File: src/verilog/cfg_load_map.svh
`ifndef CFG_LOAD_MAP_SVH
`define CFG_LOAD_MAP_SVH
// Purpose: Named timing counts, masks and widths of the parallel load host.
// Assumes: sys_clk at 250 MHz.
// Notes:   Times are kept in their printed units; cycle counts derive from them.
`define SYS_PERIOD_NS   4
`define REQ_LOW_NS      2000
`define STATUS_GAP_NS   2000
`define REQ_TO_EDGE_US  1506
`define LOAD_HALF_CYC   2
`define FINAL_FALLS     2
`define CNT_W           20
`define LANES_8         32'h000000ff
`define LANES_16        32'h0000ffff
`define LANES_32        32'hffffffff
`endif

File: src/verilog/cfg_load_pkg.sv
// Purpose: Types shared by the parallel load host.
// Assumes: The map header is on the include path.
// Notes:   All module state lives in one packed struct.
package cfg_load_pkg;
`include "cfg_load_map.svh"
   typedef enum logic [1:0] {W8, W16, W32} bus_width_t;
   typedef enum logic [2:0] {S_IDLE, S_REQ, S_WAIT, S_GAP, S_LOAD, S_TAIL, S_WDONE,
                             S_FIN} st_t;
   typedef struct packed {
      st_t                    st;
      logic [2:0]             init_wait;
      bus_width_t             width;
      logic                   watch;
      logic                   initp;
      logic [3:0]             ratio;
      logic [3:0]             cyc;
      logic [`CNT_W-1:0]      cnt;
      logic [1:0]             ph;
      logic                   clk;
      logic                   req_n;
      logic [31:0]            data;
      logic [31:0]            oe;
      logic                   have;
      logic                   lastw;
      logic                   done;
      logic                   fail;
      logic                   stat1;
      logic                   stat2;
      logic                   cd1;
      logic                   cd2;
      logic                   id1;
      logic                   id2;
      logic [1:0][32:0]       mem;
      logic                   wp;
      logic                   rp;
      logic [1:0]             fcnt;
   } regs_t;
endpackage

File: src/verilog/parallel_config_load_port.sv
// Purpose: Host that loads a configuration stream through the passive parallel port.
// Assumes: Load clock is made here from sys_clk; device pins are synchronised.
// Notes:   Load clock runs at sys_clk/4, within the limit of every bus width.
`timescale 1ns/100ps
`include "cfg_load_map.svh"
module parallel_config_load_port
   import cfg_load_pkg::*;
#(
   parameter int REQ_TO_EDGE_CYC = (`REQ_TO_EDGE_US * 1000) / `SYS_PERIOD_NS
)(
   // Clock and reset
   input  wire logic             sys_clk,
   input  wire logic             srst,
   // User orders
   input  wire logic             start,
   input  wire bus_width_t       width_sel,
   input  wire logic             decomp_en,
   input  wire logic             secure_en,
   input  wire logic             watch_status,
   input  wire logic             init_pin_en,
   // User word stream
   input  wire logic [31:0]      in_data,
   input  wire logic             in_last,
   input  wire logic             in_valid,
   output logic                  in_ready,
   // User status
   output logic                  busy,
   output logic                  done,
   output logic                  fail,
   // Device pins
   output logic                  load_clock,
   output logic                  config_request_n,
   output logic [31:0]           data_out,
   output logic [31:0]           data_oe,
   input  wire logic             status_n_in,
   input  wire logic             load_complete_in,
   input  wire logic             init_done_in
);
   // ----------------------------------------------------------------
   // Timing counts
   // ----------------------------------------------------------------
   localparam int REQ_LOW_CYC = (`REQ_LOW_NS + `SYS_PERIOD_NS - 1) / `SYS_PERIOD_NS;
   localparam int GAP_CYC     = (`STATUS_GAP_NS + `SYS_PERIOD_NS - 1) / `SYS_PERIOD_NS;
   localparam int FALLS       = `FINAL_FALLS;

   function automatic logic [3:0] ratio_of(bus_width_t w, logic dc, logic sc);
      unique case (w)
         W8:      ratio_of = dc ? 4'h2 : 4'h1;
         W16:     ratio_of = dc ? 4'h4 : (sc ? 4'h2 : 4'h1);
         default: ratio_of = dc ? 4'h8 : (sc ? 4'h4 : 4'h1);
      endcase
   endfunction

   function automatic logic [31:0] lane_mask(bus_width_t w);
      unique case (w)
         W8:      lane_mask = `LANES_8;
         W16:     lane_mask = `LANES_16;
         default: lane_mask = `LANES_32;
      endcase
   endfunction

   regs_t r;
   regs_t n;
   logic  run;
   logic  tick;
   logic  ok;
   logic  rise;
   logic  fall;
   logic  push;
   logic  pop;

   assign in_ready         = (r.fcnt != 2'h2);
   assign busy             = (r.st != S_IDLE);
   assign done             = r.done;
   assign fail             = r.fail;
   assign load_clock       = r.clk;
   assign config_request_n = r.req_n;
   assign data_out         = r.data;
   assign data_oe          = r.oe;

   // ----------------------------------------------------------------
   // Next state
   // ----------------------------------------------------------------
   always_comb begin
      n     = r;
      run   = 1'b0;
      ok    = 1'b1;
      pop   = 1'b0;
      push  = in_valid && in_ready;
      n.stat1 = status_n_in;
      n.stat2 = r.stat1;
      n.cd1   = load_complete_in;
      n.cd2   = r.cd1;
      n.id1   = init_done_in;
      n.id2   = r.id1;
      if (push) begin
         n.mem[r.wp] = {in_last, in_data};
         n.wp        = ~r.wp;
      end
      unique case (r.st)
         S_LOAD, S_TAIL, S_WDONE, S_FIN: run = 1'b1;
         default:                        run = 1'b0;
      endcase
      // A word is set up only before the first rise of its group, so it holds for all r.
      if (r.st == S_LOAD && !r.clk && !r.have && r.cyc == 4'h0 && r.fcnt != 2'h0) begin
         pop     = 1'b1;
         n.data  = r.mem[r.rp][31:0] & lane_mask(r.width);
         n.lastw = r.mem[r.rp][32];
         n.have  = 1'b1;
         n.rp    = ~r.rp;
      end
      if (r.st == S_LOAD && r.cyc == 4'h0) begin
         ok = r.have;
      end
      tick = (r.ph == 2'(`LOAD_HALF_CYC - 1));
      rise = run && tick && !r.clk && ok;
      fall = run && tick && r.clk;
      if (run) begin
         if (!tick) begin
            n.ph = r.ph + 2'h1;
         end else if (rise || fall) begin
            n.ph  = 2'h0;
            n.clk = rise;
         end
      end
      n.fcnt = r.fcnt + 2'(push) - 2'(pop);
      unique case (r.st)
         S_IDLE: begin
            n.clk = 1'b0;
            if (start) begin
               n.st    = S_REQ;
               n.width = width_sel;
               n.ratio = ratio_of(width_sel, decomp_en, secure_en);
               n.watch = watch_status;
               n.initp = init_pin_en;
               n.req_n = 1'b0;
               n.cnt   = '0;
               n.done  = 1'b0;
               n.fail  = 1'b0;
               n.data  = '0;
            end
         end
         S_REQ: begin
            n.cnt = r.cnt + `CNT_W'(1);
            if (r.cnt == `CNT_W'(REQ_LOW_CYC - 1)) begin
               n.st    = S_WAIT;
               n.req_n = 1'b1;
               n.cnt   = '0;
            end
         end
         S_WAIT: begin
            n.cnt = r.cnt + `CNT_W'(1);
            if (r.watch && r.stat2) begin
               n.st  = S_GAP;
               n.cnt = '0;
            end else if (!r.watch && r.cnt == `CNT_W'(REQ_TO_EDGE_CYC - 1)) begin
               n.st   = S_LOAD;
               n.oe   = lane_mask(r.width);
               n.cyc  = 4'h0;
               n.have = 1'b0;
               n.ph   = 2'h0;
            end
         end
         S_GAP: begin
            n.cnt = r.cnt + `CNT_W'(1);
            if (r.cnt == `CNT_W'(GAP_CYC - 1)) begin
               n.st   = S_LOAD;
               n.oe   = lane_mask(r.width);
               n.cyc  = 4'h0;
               n.have = 1'b0;
               n.ph   = 2'h0;
            end
         end
         S_LOAD: begin
            if (rise) begin
               n.cyc = (r.cyc == r.ratio - 4'h1) ? 4'h0 : r.cyc + 4'h1;
               if (r.cyc == 4'h0) begin
                  n.have = 1'b0;
                  if (r.lastw) begin
                     n.st  = (r.ratio == 4'h1) ? S_WDONE : S_TAIL;
                     n.cnt = `CNT_W'(r.ratio - 4'h1);
                  end
               end
            end
         end
         S_TAIL: begin
            if (rise) begin
               n.cnt = r.cnt - `CNT_W'(1);
               if (r.cnt == `CNT_W'(1)) begin
                  n.st = S_WDONE;
               end
            end
         end
         S_WDONE: begin
            if (r.cd2) begin
               n.st  = S_FIN;
               n.cnt = '0;
            end
         end
         S_FIN: begin
            if (fall) begin
               n.cnt = r.cnt + `CNT_W'(1);
               if (r.cnt == `CNT_W'(FALLS - 1)) begin
                  n.st        = S_IDLE;
                  n.oe        = '0;
                  n.init_wait = {2'h0, r.initp};
                  n.done      = !r.initp;
               end
            end
         end
      endcase
      // The init-done pin is watched after the clock stops; the clock is not needed.
      if (r.init_wait[0] && r.id2) begin
         n.init_wait = 3'h0;
         n.done      = 1'b1;
      end
      // Status falling mid-load is the device reporting a bad stream.
      if (run && r.watch && !r.stat2) begin
         n.st   = S_IDLE;
         n.fail = 1'b1;
         n.oe   = '0;
         n.clk  = 1'b0;
      end
   end

   always_ff @(posedge sys_clk) begin
      if (srst) begin
         r       <= '0;
         r.st    <= S_IDLE;
         r.req_n <= 1'b1;
      end else begin
         r <= n;
      end
   end

   // ----------------------------------------------------------------
   // Checks
   // ----------------------------------------------------------------
   a_req_width: assert property (@(posedge sys_clk) disable iff (srst)
      $rose(config_request_n) |-> $past(r.cnt) == `CNT_W'(REQ_LOW_CYC - 1))
      else $error("request low too short");
   a_gap_before_rise: assert property (@(posedge sys_clk) disable iff (srst)
      ($past(r.st) == S_GAP && r.st == S_LOAD) |-> $past(r.cnt) == `CNT_W'(GAP_CYC - 1))
      else $error("first rise too early after status");
   a_word_hold: assert property (@(posedge sys_clk) disable iff (srst)
      (r.st == S_LOAD && $past(r.st) == S_LOAD && r.cyc != 4'h0) |-> $stable(data_out))
      else $error("data changed inside a word");
   a_lane_mask: assert property (@(posedge sys_clk) disable iff (srst)
      ((data_out & ~lane_mask(r.width)) == 32'h0) && ((data_oe & ~lane_mask(r.width)) == 32'h0))
      else $error("unused lane driven");
   a_clock_high: assert property (@(posedge sys_clk) disable iff (srst)
      ($rose(load_clock) && r.st != S_IDLE) |-> load_clock[*2])
      else $error("load clock high phase too short");
   a_pause_low: assert property (@(posedge sys_clk) disable iff (srst)
      ($rose(load_clock) && $past(r.st) == S_LOAD && $past(r.cyc) == 4'h0) |-> $past(r.have))
      else $error("rise without data set up");
   a_tail_count: assert property (@(posedge sys_clk) disable iff (srst)
      ($past(r.st) == S_TAIL && r.st == S_WDONE) |-> $past(r.cnt) == `CNT_W'(1) && $rose(load_clock))
      else $error("tail clocks wrong");
   a_two_falls: assert property (@(posedge sys_clk) disable iff (srst)
      ($past(r.st) == S_FIN && r.st == S_IDLE && !fail) |-> $fell(load_clock)
         && $past(r.cnt) == `CNT_W'(FALLS - 1))
      else $error("final falling edges wrong");
   a_idle_level: assert property (@(posedge sys_clk) disable iff (srst)
      (r.st == S_IDLE) |=> (!load_clock || r.st != S_IDLE) && (data_oe == 32'h0 || r.st != S_IDLE))
      else $error("clock or data left driven at idle");
endmodule

File: config.mk
export PLATFORM = sky130hd
export DESIGN_NAME = parallel_config_load_port
export DESIGN_NICKNAME = d
export VERILOG_FILES = /design/src/verilog/cfg_load_pkg.sv /design/src/verilog/parallel_config_load_port.sv
export VERILOG_INCLUDE_DIRS = /design/src /design/src/verilog
export SDC_FILE = /design/constraint.sdc
export NUM_CORES = 1
export LEC_CHECK = 0
export BUFFER_PORTS_ARGS = -buffer_cell sky130_fd_sc_hd__buf_4
export CAP_MARGIN = 20
export CELL_PAD_IN_SITES_DETAIL_PLACEMENT = 0
export CELL_PAD_IN_SITES_GLOBAL_PLACEMENT = 1
export CORE_MARGIN = 2
export CORE_UTILIZATION = 25
export DETAILED_ROUTE_END_ITERATION = 8
export PLACE_DENSITY = 0.56
export SYNTH_ARGS = -nofsm -noshare
export SYNTH_HDL_FRONTEND = slang
export SYNTH_SLANG_ARGS = --single-unit
File: constraint.sdc
create_clock -name sys_clk -period 4.1 [get_ports sys_clk]
set_input_delay 0.205 -clock sys_clk [delete_from_list [all_inputs] [get_ports sys_clk]]
set_output_delay 0.205 -clock sys_clk [all_outputs]
set_load 0.1 [all_outputs]
==> results.txt, run 1 <==
- Fraction of registers with async set/reset: 0
- Final Cycle Share: 0.691
- Total number of vias: 6,938
- Unrepaired setup endpoints after global routing: false
* Compound-gate portion of the synthesized area: 0.191
* Via-per-instance ratio: 4.79
- Input and output buffers added on the ports amount to 115.
* WL final: 24,400 um
- The max-slew violation total from the final report was 0.
- In the routed design, unresolved DRC markers number 0.
- Sequential fraction of the synthesis area: 0.392
- Final sum of negative setup slack: 0 ns
* Top flip-flop cell by instance count after synthesis: sky130_fd_sc_hd__dfxtp_1
- All-Layer GR Usage: 0.146
- Synth Area in XOR/XNOR: 0.0188
- Number of DRC violations after detailed-routing iteration 0: 334
* Via count of the first global-routing pass: 6,462
* Most frequent standard cell in the layout excluding fill and tap cells: sky130_fd_sc_hd__nand2_1
- Share of the core filled with cells in the final layout: 0.297
* Post-Route Hold Slack: 0.0177 ns
* Max H-tree Level: 4
- Clock tree sinks: 155
* Final weighted congestion of routability-driven global placement: 0.813
- WL per Instance: 16.9 um
- Layout fillers: 3,411
- Clock latency reported for the late side of the worst-skew pair: 0.44 ns
- The die is 182 um tall.
- The die covers 0.0331 mm2.
* Final critical path time including I/O delays and setup: 2.83 ns
* Post-layout nets: 1,088
- Mux cell area share after synthesis: 0.0493
- STA puts the critical path data required time at 4.43 ns.
* Clock buffer depth: 2
* Total global routing overflow: 0
- Rel. slew slack: 0.236
- The first global-routing pass estimated 37,700 um of wire.
- Of all nets on the critical path, the largest fanout is 11.
* Mean area per synthesized cell: 7.82 um2
- Number of synthesized register bits: 155
- Synthesized-area fraction occupied by and/or/nand/nor cells: 0.229
- The initial utilization of the core area, before any placement, comes to 0.252.
- Area share of fa/ha/maj cells after synthesis: 0.0142
- Post-DP HPWL: 16,000 um
- Met1 Use GR: 0.195
- After clock tree synthesis, the repair step resized 0 gates.
- ANT cells: 0
- Nets in the synthesized netlist: 1,068
- Counting every instance in the synthesized netlist gives 1,013.
* Clock slew seen by the registers of the worst setup and hold paths: 0.07 ns
* CTS hold repair buffers: 4
* Met2 usage: 0.232
* Commonest cells after routing, fill and taps aside: sky130_fd_sc_hd__nand2_1, sky130_fd_sc_hd__dfxtp_1, sky130_fd_sc_hd__a21oi_1, sky130_fd_sc_hd__buf_4, sky130_fd_sc_hd__nor2_1
- Yosys warning total: 0
- Final setup vio count: 0
* Startpoint types: flip-flop
- Once the clock tree was built, the setup fixing pass inserted 0 buffers.
* Floorplan die width: 182 um
- Buffers inserted during clock tree synthesis total 17.
* Actual slew at the worst max-slew pin: 1.15 ns
- In the final layout, the share of cells above drive strength 1 is 0.195.
* Number of maximum-capacitance constraint violations: 0
- TritonCTS built the clock tree.
- In this run the count of I/O pins placed on the die edge is 116.
* LEAKAGE: 3.45 nW
- Upper clock frequency limit: 353 MHz
- Number of search-and-repair iterations in the first detailed-routing pass: 5
* Dominant combinational cell family by area after synthesis: simple AND/OR/NAND/NOR gates
- Rows: 65
- Count of flip-flops with a built-in enable after synthesis: 0
- Type of the worst setup path: reg -> reg
* Remaining number of nets flagged by the antenna check after routing: 0
* Worst Skew: 0.00965 ns
- Routing usage on met3: 0.0413
- Antenna violations before repair: 0
- Worst setup EP type: flip-flop
* Library cells used by synthesis: 67
- Relative area change from synthesis to final layout: 17.6%
- Data arrival, critical path: 3.16 ns
- Across the VDD grid, the largest voltage drop is 0.000261 V.
- Pin count of the biggest net entering global routing: 62
- Clock root buffer: sky130_fd_sc_hd__clkbuf_16
- Pwr per Cell Area: 581 mW/mm2
* Result of the run: finished, final reports clean
- Area of the core region: 0.0314 mm2
- Overall power of the completed layout: 5.41 mW
* Cell Count, Final, Fillers Out: 1,448
- The cell area that synthesis handed to floorplanning was 0.00792 mm2.
- The tightest min-delay check is of the in -> reg type.
* Number of hold-slack violations in the final timing report: 0
* Cell Count Post-Placement: 1,411
- The global routing stage identified its most utilized layer as met2.
state kept, by name, summed over array words and instances (netlist names):
register	cells
r	113
data_oe	3
fail	1
done	1
load_clock	1
config_request_n	1
n	3
data_out	32
per-layer routing:
layer,wire [um],part of all wire
met1,11800,0.48
met2,11000,0.45
met3,1280,0.053
met4,267,0.011
met5,0,0
final cells by class:
type / count / area, um2 / share of cell area
repair buffers: 136 / 1030 / 0.111
multi-input cells: 702 / 3990 / 0.429
flip-flops and latches: 155 / 3100 / 0.333
clock buffers: 19 / 443 / 0.0476
clock inverters: 13 / 156 / 0.0168
well taps: 402 / 503 / 0.0540
inverters: 21 / 78.8 / 0.00846
power by group:
part / internal (mW) / total [mW] / leakage [nW] / switching, mW
clock: 0.932 / 1.66 / 0.293 / 0.727
combinational: 0.675 / 1.92 / 1.89 / 1.24
sequential: 1.64 / 1.83 / 1.26 / 0.194
total: 3.24 / 5.41 / 3.45 / 2.16
cells by family (layout without fill, tap and decap cells):
group	after synthesis	after routing
flip-flops	155	155
adder cells (fa/ha/maj)	9	9
multiplexers	36	36
buffers and inverters	156	189
AND/OR/NAND/NOR	395	395
AO/OA/AOI/OAI	245	245
XOR/XNOR	17	17
worst paths after layout:
path | slack [ns] | depth (start not counted) | to | from
hold reg to reg | 0.44 | 1 | r[70] | n[70]
hold / removal | 0.02 | 3 | r[10] | in_data[6]
setup reg to reg | 1.27 | 6 | r[171] | r[160]
setup / recovery | 1.27 | 6 | r[171] | r[160]
metrics by stage:
step                      setup WS (ns)  area (um2)
after floorplan                    1.25        7920
after global placement             1.28        8660
after detailed placement           1.30        8660
after CTS                          1.27        9300
after global routing               1.03        9310
final                              1.27        9310
critical path, cell delays in order (launching register included):
cell	delay (ns)
sky130_fd_sc_hd__dfxtp_1	0.41
sky130_fd_sc_hd__or4_4	0.58
sky130_fd_sc_hd__or4_4	0.57
sky130_fd_sc_hd__or2_4	0.30
sky130_fd_sc_hd__a311oi_4	0.51
sky130_fd_sc_hd__a21boi_0	0.16
sky130_fd_sc_hd__o21ba_1	0.19
cell usage after synthesis, types with 14 or more instances:
library cell	number	area, um2
sky130_fd_sc_hd__dfxtp_1	155	3100
sky130_fd_sc_hd__clkbuf_1	59	221
sky130_fd_sc_hd__nand2_1	199	747
sky130_fd_sc_hd__mux2_2	24	270
sky130_fd_sc_hd__xnor2_1	14	123
sky130_fd_sc_hd__nor2_1	49	184
sky130_fd_sc_hd__buf_4	64	480
sky130_fd_sc_hd__inv_1	19	71.3
sky130_fd_sc_hd__nand3_1	44	220
sky130_fd_sc_hd__a21oi_1	131	656
sky130_fd_sc_hd__a211oi_1	18	135
sky130_fd_sc_hd__nor3_1	22	110
sky130_fd_sc_hd__o21ai_0	22	110
Power figures use the tool's default switching activity.
==> inputs of run 2 (changes only) <==
PLACE_DENSITY = 0.58   (was 0.56)
clock period = 2.55 ns   (was 4.1 ns; I/O delays follow)
==> results.txt, run 2 (synthesis results as in run 1) <==
* Result of the run: finished, final reports clean (unchanged)
- Final setup vio count: 0 (unchanged)
- Floorplan die width: 182 um (unchanged)
- The maximum number of pins on one net before global-route repair was 78 (was 62).
* Worst setup EP type: flip-flop (unchanged)
- Pwr per Cell Area: 900 mW/mm2 (was 581 mW/mm2)
* Rel. slew slack: 0.418 (was 0.236)
* WL per Instance: 16.0 um (was 16.9 um)
- Flip-flop count of the largest register after layout: 113 (unchanged)
- Worst setup endpoint: r[168] (was r[171])
- The via count of the first global-routing pass was 7,210 (was 6,462).
- The combinational share of power was 0.413 (was 0.355).
* Clock tree sinks: 155 (unchanged)
- The number of search-and-repair iterations in the first detailed-routing pass was 5 (unchanged).
- The clock transition at the registers of the reported paths was 0.08 ns (was 0.07 ns).
- Remaining number of nets flagged by the antenna check after routing: 0 (unchanged)
- The worst endpoint required time is 2.82 ns (was 4.43 ns).
* Max H-tree Level: 4 (unchanged)
* Commonest cells after routing, fill and taps aside: sky130_fd_sc_hd__nand2_1, sky130_fd_sc_hd__buf_4, sky130_fd_sc_hd__dfxtp_1 (was sky130_fd_sc_hd__nand2_1, sky130_fd_sc_hd__dfxtp_1, sky130_fd_sc_hd__a21oi_1, sky130_fd_sc_hd__buf_4, sky130_fd_sc_hd__nor2_1)
- Final weighted congestion of routability-driven global placement: 0.848 (was 0.813)
- Reg-to-reg slack, setup: 0.07 ns (was 1.27 ns)
- Area taken by multi-input logic gates: 0.00403 mm2 (was 0.00399 mm2)
* Area of the core region: 0.0314 mm2 (unchanged)
- The register with the most flip-flops is r (unchanged).
- Sw Pwr: 3.72 mW (was 2.16 mW)
* Most frequent standard cell in the layout excluding fill and tap cells: sky130_fd_sc_hd__nand2_1 (unchanged)
* Summed area of non-filler cells in the final layout: 0.0102 mm2 (was 0.00931 mm2)
- LEAKAGE: 3.90 nW (was 3.45 nW)
- Worst-path fanout max: 8 (was 11)
- The final routed wirelength across all metal layers is 24,600 um (was 24,400 um).
* Number of DRC violations after detailed-routing iteration 0: 584 (was 334)
- Clock buffers created by TritonCTS: 17 (unchanged)
- The startpoint of the worst-slack reg-to-reg timing path was r[160] (unchanged).
* All-Layer GR Usage: 0.150 (was 0.146)
* Overall power of the completed layout: 9.14 mW (was 5.41 mW)
- Worst Skew: 0.0199 ns (was 0.00965 ns)
* Number of maximum-capacitance constraint violations: 0 (unchanged)
- Wire length of the first global-routing pass: 39,500 um (was 37,700 um)
- Number of hold-slack violations in the final timing report: 0 (unchanged)
- CP startpoint: r[160] (unchanged)
- Cell depth of the worst flop-to-flop path: 7 (was 6)
* Max-slew violation count: 0 (unchanged)
* Post-layout nets: 1,180 (was 1,088)
- Total number of vias: 7,444 (was 6,938)
- Largest voltage drop on the vdd net: 0.000383 V (was 0.000261 V)
* Data arrival, critical path: 2.75 ns (was 3.16 ns)
* Via-per-instance ratio: 4.83 (was 4.79)
- The number of antenna cells inserted is 0 (unchanged).
* DRC violations left: 0 (unchanged)
- Post-DP HPWL: 16,400 um (was 16,000 um)
- Fraction of layout instances using a drive strength above 1: 0.232 (was 0.195)
* Post-place setup slack: 0.0102 ns (was 1.30 ns)
* Total die area: 0.0331 mm2 (unchanged)
- Overall die height: 182 um (unchanged)
- The internal power component was 5.42 mW (was 3.24 mW).
- Smallest setup slack after layout: 0.0674 ns (was 1.27 ns)
* Worst hold-check path type: in -> reg (unchanged)
* Actual slew at the worst max-slew pin: 0.873 ns (was 1.15 ns)
* Total global routing overflow: 0 (unchanged)
- CTS tree: built (unchanged)
- Rows: 65 (unchanged)
- The buffer cell driving the clock tree root was sky130_fd_sc_hd__clkbuf_16 (unchanged).
* Terminus of the critical flop-to-flop path: r[168] (was r[171])
- Final sum of negative setup slack: 0 ns (unchanged)
- Boundary Pins: 116 (unchanged)
* Type of the worst setup path: reg -> reg (unchanged)
* Setup Fix Bufs, Post-CTS: 0 (unchanged)
- Part of the total power dissipated in sequential elements: 0.306 (was 0.338)
- Final critical path time including I/O delays and setup: 2.48 ns (was 2.83 ns)
* IO Port Bufs: 115 (unchanged)
* Post-Place Cell Area: 0.00913 mm2 (was 0.00866 mm2)
- The number of antenna violations at the first check in global routing was 1 (was 0).
- The portion of total power attributed to the clock network is 0.281 (was 0.307).
- Clock latency reported for the late side of the worst-skew pair: 0.43 ns (was 0.44 ns)
- Upper clock frequency limit: 403 MHz (was 353 MHz)
- Switch share: 0.407 (was 0.400)
* Final Cycle Share: 0.974 (was 0.691)
- Layout fillers: 3,364 (was 3,411)
* Starting utilization of the core area: 0.252 (unchanged)
* Startpoint types: flip-flop (unchanged)
- The maximum root-to-sink buffer count is 2 (unchanged).
- The storage element area came to 0.00310 mm2 (unchanged).
* Relative area change from synthesis to final layout: 28.3% (was 17.6%)
-- run 2: final cells by class --
type	instances	area share
Multi-Input combinational cell	702	0.397
Sequential cell	155	0.306
Timing Repair Buffer	228	0.183
Tap cell	402	0.0495
Clock buffer	18	0.0422
Clock inverter	14	0.0150
Inverter	21	0.00776
-- run 2: critical path, cell delays in order, from the launching register on --
cell and delay, ns:
sky130_fd_sc_hd__dfxtp_1 0.32, sky130_fd_sc_hd__or4_4 0.54, sky130_fd_sc_hd__or4_4 0.50, sky130_fd_sc_hd__or2_4 0.29, sky130_fd_sc_hd__a311oi_4 0.27, sky130_fd_sc_hd__buf_6 0.17, sky130_fd_sc_hd__mux2i_1 0.18, sky130_fd_sc_hd__nor2_1 0.05
-- run 2: stage by stage --
stage | hold WS [ns] | utilization | std cells
2_1_floorplan | 0.256 | - | 1013
3_3_place_gp | 0.353 | 0.291 | 1467
3_5_place_dp | 0.367 | 0.291 | 1467
4_1_cts | 0.0638 | 0.322 | 1540
5_1_grt | 0.107 | 0.324 | 1540
6_report | 0.0857 | 0.324 | 1540
-- run 2: power by group through the flow --
stage          Combinational (mW)  Sequential (mW)  Clock, mW
3_3_place_gp                 3.69             2.85          0
4_1_cts                      3.74             2.79       2.62
6_report                     3.78             2.80       2.56
2_1_floorplan                2.28             2.82          0
3_5_place_dp                 3.66             2.85          0
5_1_grt                      4.11             2.83       2.74
-- run 2: what timing repair did --
| item | in CTS | in global routing |
|---|---|---|
| endpoints found under the hold margin | 74 | 0 |
| gates resized for setup | 1 | 6 |
| pin swaps | 1 | 0 |
| endpoints found under the setup margin | 2 | 40 |
| hold buffers | 41 | 0 |
-- run 2: worst min path at each step --
stage	from	to	slack, ns	depth (start not counted)
3_3_place_gp	init_done_in	n[70]	0.35	2
3_5_place_dp	load_complete_in	n[72]	0.37	2
4_1_cts	secure_en	r[172]	0.06	4
6_report	secure_en	r[172]	0.09	4
5_1_grt	srst	r[31]	0.11	2
2_1_floorplan	init_done_in	n[70]	0.26	1
-- run 2: metal layers --
metal	vias up	GRT usage	part of all wire
met5	-	0	0
met4	0	0.0513	0.019
met3	38	0.0299	0.055
met2	227	0.243	0.45
met1	3495	0.199	0.47
li1	3684	-	-
==> inputs of run 3 (changes only) <==
CORE_UTILIZATION = 38   (was 25)
PLACE_DENSITY = 0.8   (was 0.58)
==> results.txt, run 3 (synthesis results as in run 1) <==
* Fraction of layout instances using a drive strength above 1: 0.222 (was 0.232)
- P_int: 5.51 mW (was 5.42 mW)
- The type of destination of the critical path is a flip-flop (unchanged).
- Combinational power share: 0.398 (was 0.413)
- Largest voltage drop on the vdd net: 0.000583 V (was 0.000383 V)
- Final critical path time including I/O delays and setup: 2.45 ns (was 2.48 ns)
* Sw Pwr: 3.50 mW (was 3.72 mW)
* WL per Instance: 15.6 um (was 16.0 um)
* Post-DP HPWL: 14,500 um (was 16,400 um)
- The path type of the worst setup path was reg -> reg (unchanged).
- Boundary Pins: 116 (unchanged)
- Worst hold-check path type: in -> reg (unchanged)
* LEAKAGE: 3.84 nW (was 3.90 nW)
* Final weighted congestion of routability-driven global placement: 0.888 (was 0.848)
- Floorplan die width: 148 um (was 182 um)
* DRC violations left: 0 (unchanged)
- The buffer and inverter count on the worst path is 1 (unchanged).
* Critical-path cell list: or4_4 > or4_4 > or2_4 > a311oi_4 > buf_6 > mux2i_1 > nor2_1 (unchanged)
- Max H-tree Level: 4 (unchanged)
* Total die area: 0.0220 mm2 (was 0.0331 mm2)
- The most common cell type on the critical path was sky130_fd_sc_hd__or4_4 (unchanged).
- Area of the core region: 0.0204 mm2 (was 0.0314 mm2)
- The highest clock rate came to 408 MHz (was 403 MHz).
* Delay-heaviest family, CP: simple AND/OR/NAND/NOR gates (unchanged)
* Clock root buffer: sky130_fd_sc_hd__clkbuf_16 (unchanged)
- Clock tree sinks: 155 (unchanged)
* Wire length of the first global-routing pass: 35,300 um (was 39,500 um)
- The aggregate global-route resource usage is 0.198 (was 0.150).
- Starting utilization of the core area: 0.389 (was 0.252)
- The share of the core filled with cells in the final layout came to 0.486 (was 0.324).
- The portion of total power attributed to the clock network came to 0.291 (was 0.281).
* Part of the total power dissipated in sequential elements: 0.311 (was 0.306)
- The measured slew at the worst slew-check pin was 0.828 ns (was 0.873 ns).
- The die span in y came to 148 um (was 182 um).
* Post-place setup slack: 0.0180 ns (was 0.0102 ns)
- Library cell contributing the largest single delay on the critical path: sky130_fd_sc_hd__or4_4 (unchanged)
- The number of DRC markers in iteration 0 was 458 (was 584).
- Most frequent standard cell in the layout excluding fill and tap cells: sky130_fd_sc_hd__nand2_1 (unchanged)
- The number of antenna cells inserted is 0 (unchanged).
- The worst endpoint data arrival time came to 2.73 ns (was 2.75 ns).
- CTS tree: built (unchanged)
- Post-Place Cell Area: 0.00884 mm2 (was 0.00913 mm2)
- Source of the worst register-to-register timing path: r[160] (unchanged)
* Startpoint types: flip-flop (unchanged)
* Worst Skew: 0.0116 ns (was 0.0199 ns)
* Summed area of non-filler cells in the final layout: 0.00990 mm2 (was 0.0102 mm2)
* Rows: 52 (was 65)
* Clock buffer depth: 2 (unchanged)
- Antenna violations before repair: 0 (was 1)
- The number of cells on the worst reg-to-reg path is 7 (unchanged).
- The flip-flop count of the largest register after layout came to 113 (unchanged).
- Total global routing overflow: 0 (unchanged)
- Sink of the worst hold path: r[172] (unchanged)
- The instance count along the most critical hold path was 4 (unchanged).
* Worst-path fanout max: 8 (unchanged)
* Unrepaired setup endpoints after global routing: false
- Smallest setup slack after layout: 0.100 ns (was 0.0674 ns)
* IO Port Bufs: 115 (unchanged)
- The final antenna-violating net count is 0 (unchanged).
- Register ranked first by flip-flop count: r (unchanged)
- Commonest cells after routing, fill and taps aside: sky130_fd_sc_hd__nand2_1, sky130_fd_sc_hd__buf_4, sky130_fd_sc_hd__dfxtp_1 (unchanged)
- The max-slew violation total from the final report was 0 (unchanged).
- The source of the worst hold timing path is secure_en (unchanged).
* WL final: 21,700 um (was 24,600 um)
* Final Cycle Share: 0.961 (was 0.974)
- The maximum number of pins on one net before global-route repair is 74 (was 78).
- The power density over cell area was 910 mW/mm2 (was 900 mW/mm2).
- The worst endpoint required time is 2.83 ns (was 2.82 ns).
* Number of hold-slack violations in the final timing report: 0 (unchanged)
- The insertion delay of the later-clocked pin in the worst-skew pair was 0.42 ns (was 0.43 ns).
- The via count of the first global-routing pass is 6,898 (was 7,210).
* Terminus of the critical flop-to-flop path: r[168] (unchanged)
- Post-layout nets: 1,169 (was 1,180)
- The signed area change from the synthesized netlist to the final layout came to 24.9% (was 28.3%).
* Rel. slew slack: 0.448 (was 0.418)
- Result of the run: finished, final reports clean (unchanged)
- Total number of vias: 7,432 (was 7,444)
- The clock transition at the registers of the reported paths came to 0.07 ns (was 0.08 ns).
- The number of buffers inserted during clock tree synthesis was 17 (unchanged).
- Number of search-and-repair iterations in the first detailed-routing pass: 6 (was 5)
* Number of maximum-capacitance constraint violations: 0 (unchanged)
- The longest individual stage delay on the worst path is 0.53 ns (was 0.54 ns).
* Via-per-instance ratio: 5.32 (was 4.83)
- Reg-to-reg slack, setup: 0.1 ns (was 0.07 ns)
- Switch share: 0.388 (was 0.407)
- The final setup violation count was 0 (unchanged).
==> run 3: changes by cell type in the layout (fill, tap and decap cells not counted), moves of 2 or more <==
cell                        change
sky130_fd_sc_hd__bufinv_16      +2
sky130_fd_sc_hd__clkinv_8       -2
sky130_fd_sc_hd__buf_12         -2
sky130_fd_sc_hd__buf_4          -8
==> run 3: layout make-up <==
cell class / instances / area (um2)
fill: 1959 / 10500
multi-input combinational: 702 / 4020
sequential: 155 / 3100
timing repair buffer: 217 / 1750
clock buffer: 18 / 429
tap: 270 / 338
clock inverter: 14 / 178
inverter: 21 / 78.8
==> run 3: worst max-delay path by stage <==
stage	startpoint	end	slack [ns]	cells after the start
after floorplan	r[185]	r[1]	-0.12	13
after global routing	r[160]	r[171]	0.02	7
after CTS	r[160]	r[168]	0.004	7
after detailed placement	r[160]	r[166]	0.02	7
after global placement	r[160]	r[168]	0.05	7
final	r[160]	r[168]	0.1	7
==> run 3: timing repair <==
item / in CTS / in global routing
gates resized for setup: 2 / 3
hold buffers: 41 / 0
buffers inserted: 0 / 1
endpoints found under the setup margin: 2 / 20
pin swaps: 0 / 1
hold endpoints to repair: 74 / 0
==> run 3: worst min-delay path: stages <==
cell and delay (ns):
sky130_fd_sc_hd__buf_4 0.09, sky130_fd_sc_hd__o21ai_0 0.07, sky130_fd_sc_hd__nand3b_1 0.09, sky130_fd_sc_hd__a21oi_1 0.06
==> run 3: power groups by stage <==
stage	Clock, mW	Sequential [mW]	Combinational [mW]
3_3_place_gp	0	2.85	3.43
2_1_floorplan	0	2.82	2.28
4_1_cts	2.67	2.80	3.52
5_1_grt	2.77	2.83	3.90
3_5_place_dp	0	2.85	3.43
6_report	2.62	2.80	3.58
==> run 3: routing by layer <==
layer,track usage,wire (um)
met1,0.268,10300
met2,0.315,9870
met3,0.0359,1230
met4,0.0757,370
met5,0,0
==> run 3: per-stage QoR <==
| stage | hold WS, ns | setup TNS [ns] | std cells | power, mW |
|---|---|---|---|---|
| 2_1_floorplan | 0.256 | -0.137 | 1013 | 5.10 |
| 3_3_place_gp | 0.352 | 0 | 1323 | 6.28 |
| 3_5_place_dp | 0.357 | 0 | 1323 | 6.28 |
| 4_1_cts | 0.0523 | 0 | 1396 | 8.99 |
| 5_1_grt | 0.0844 | 0 | 1397 | 9.51 |
| 6_report | 0.0663 | 0 | 1397 | 9.01 |
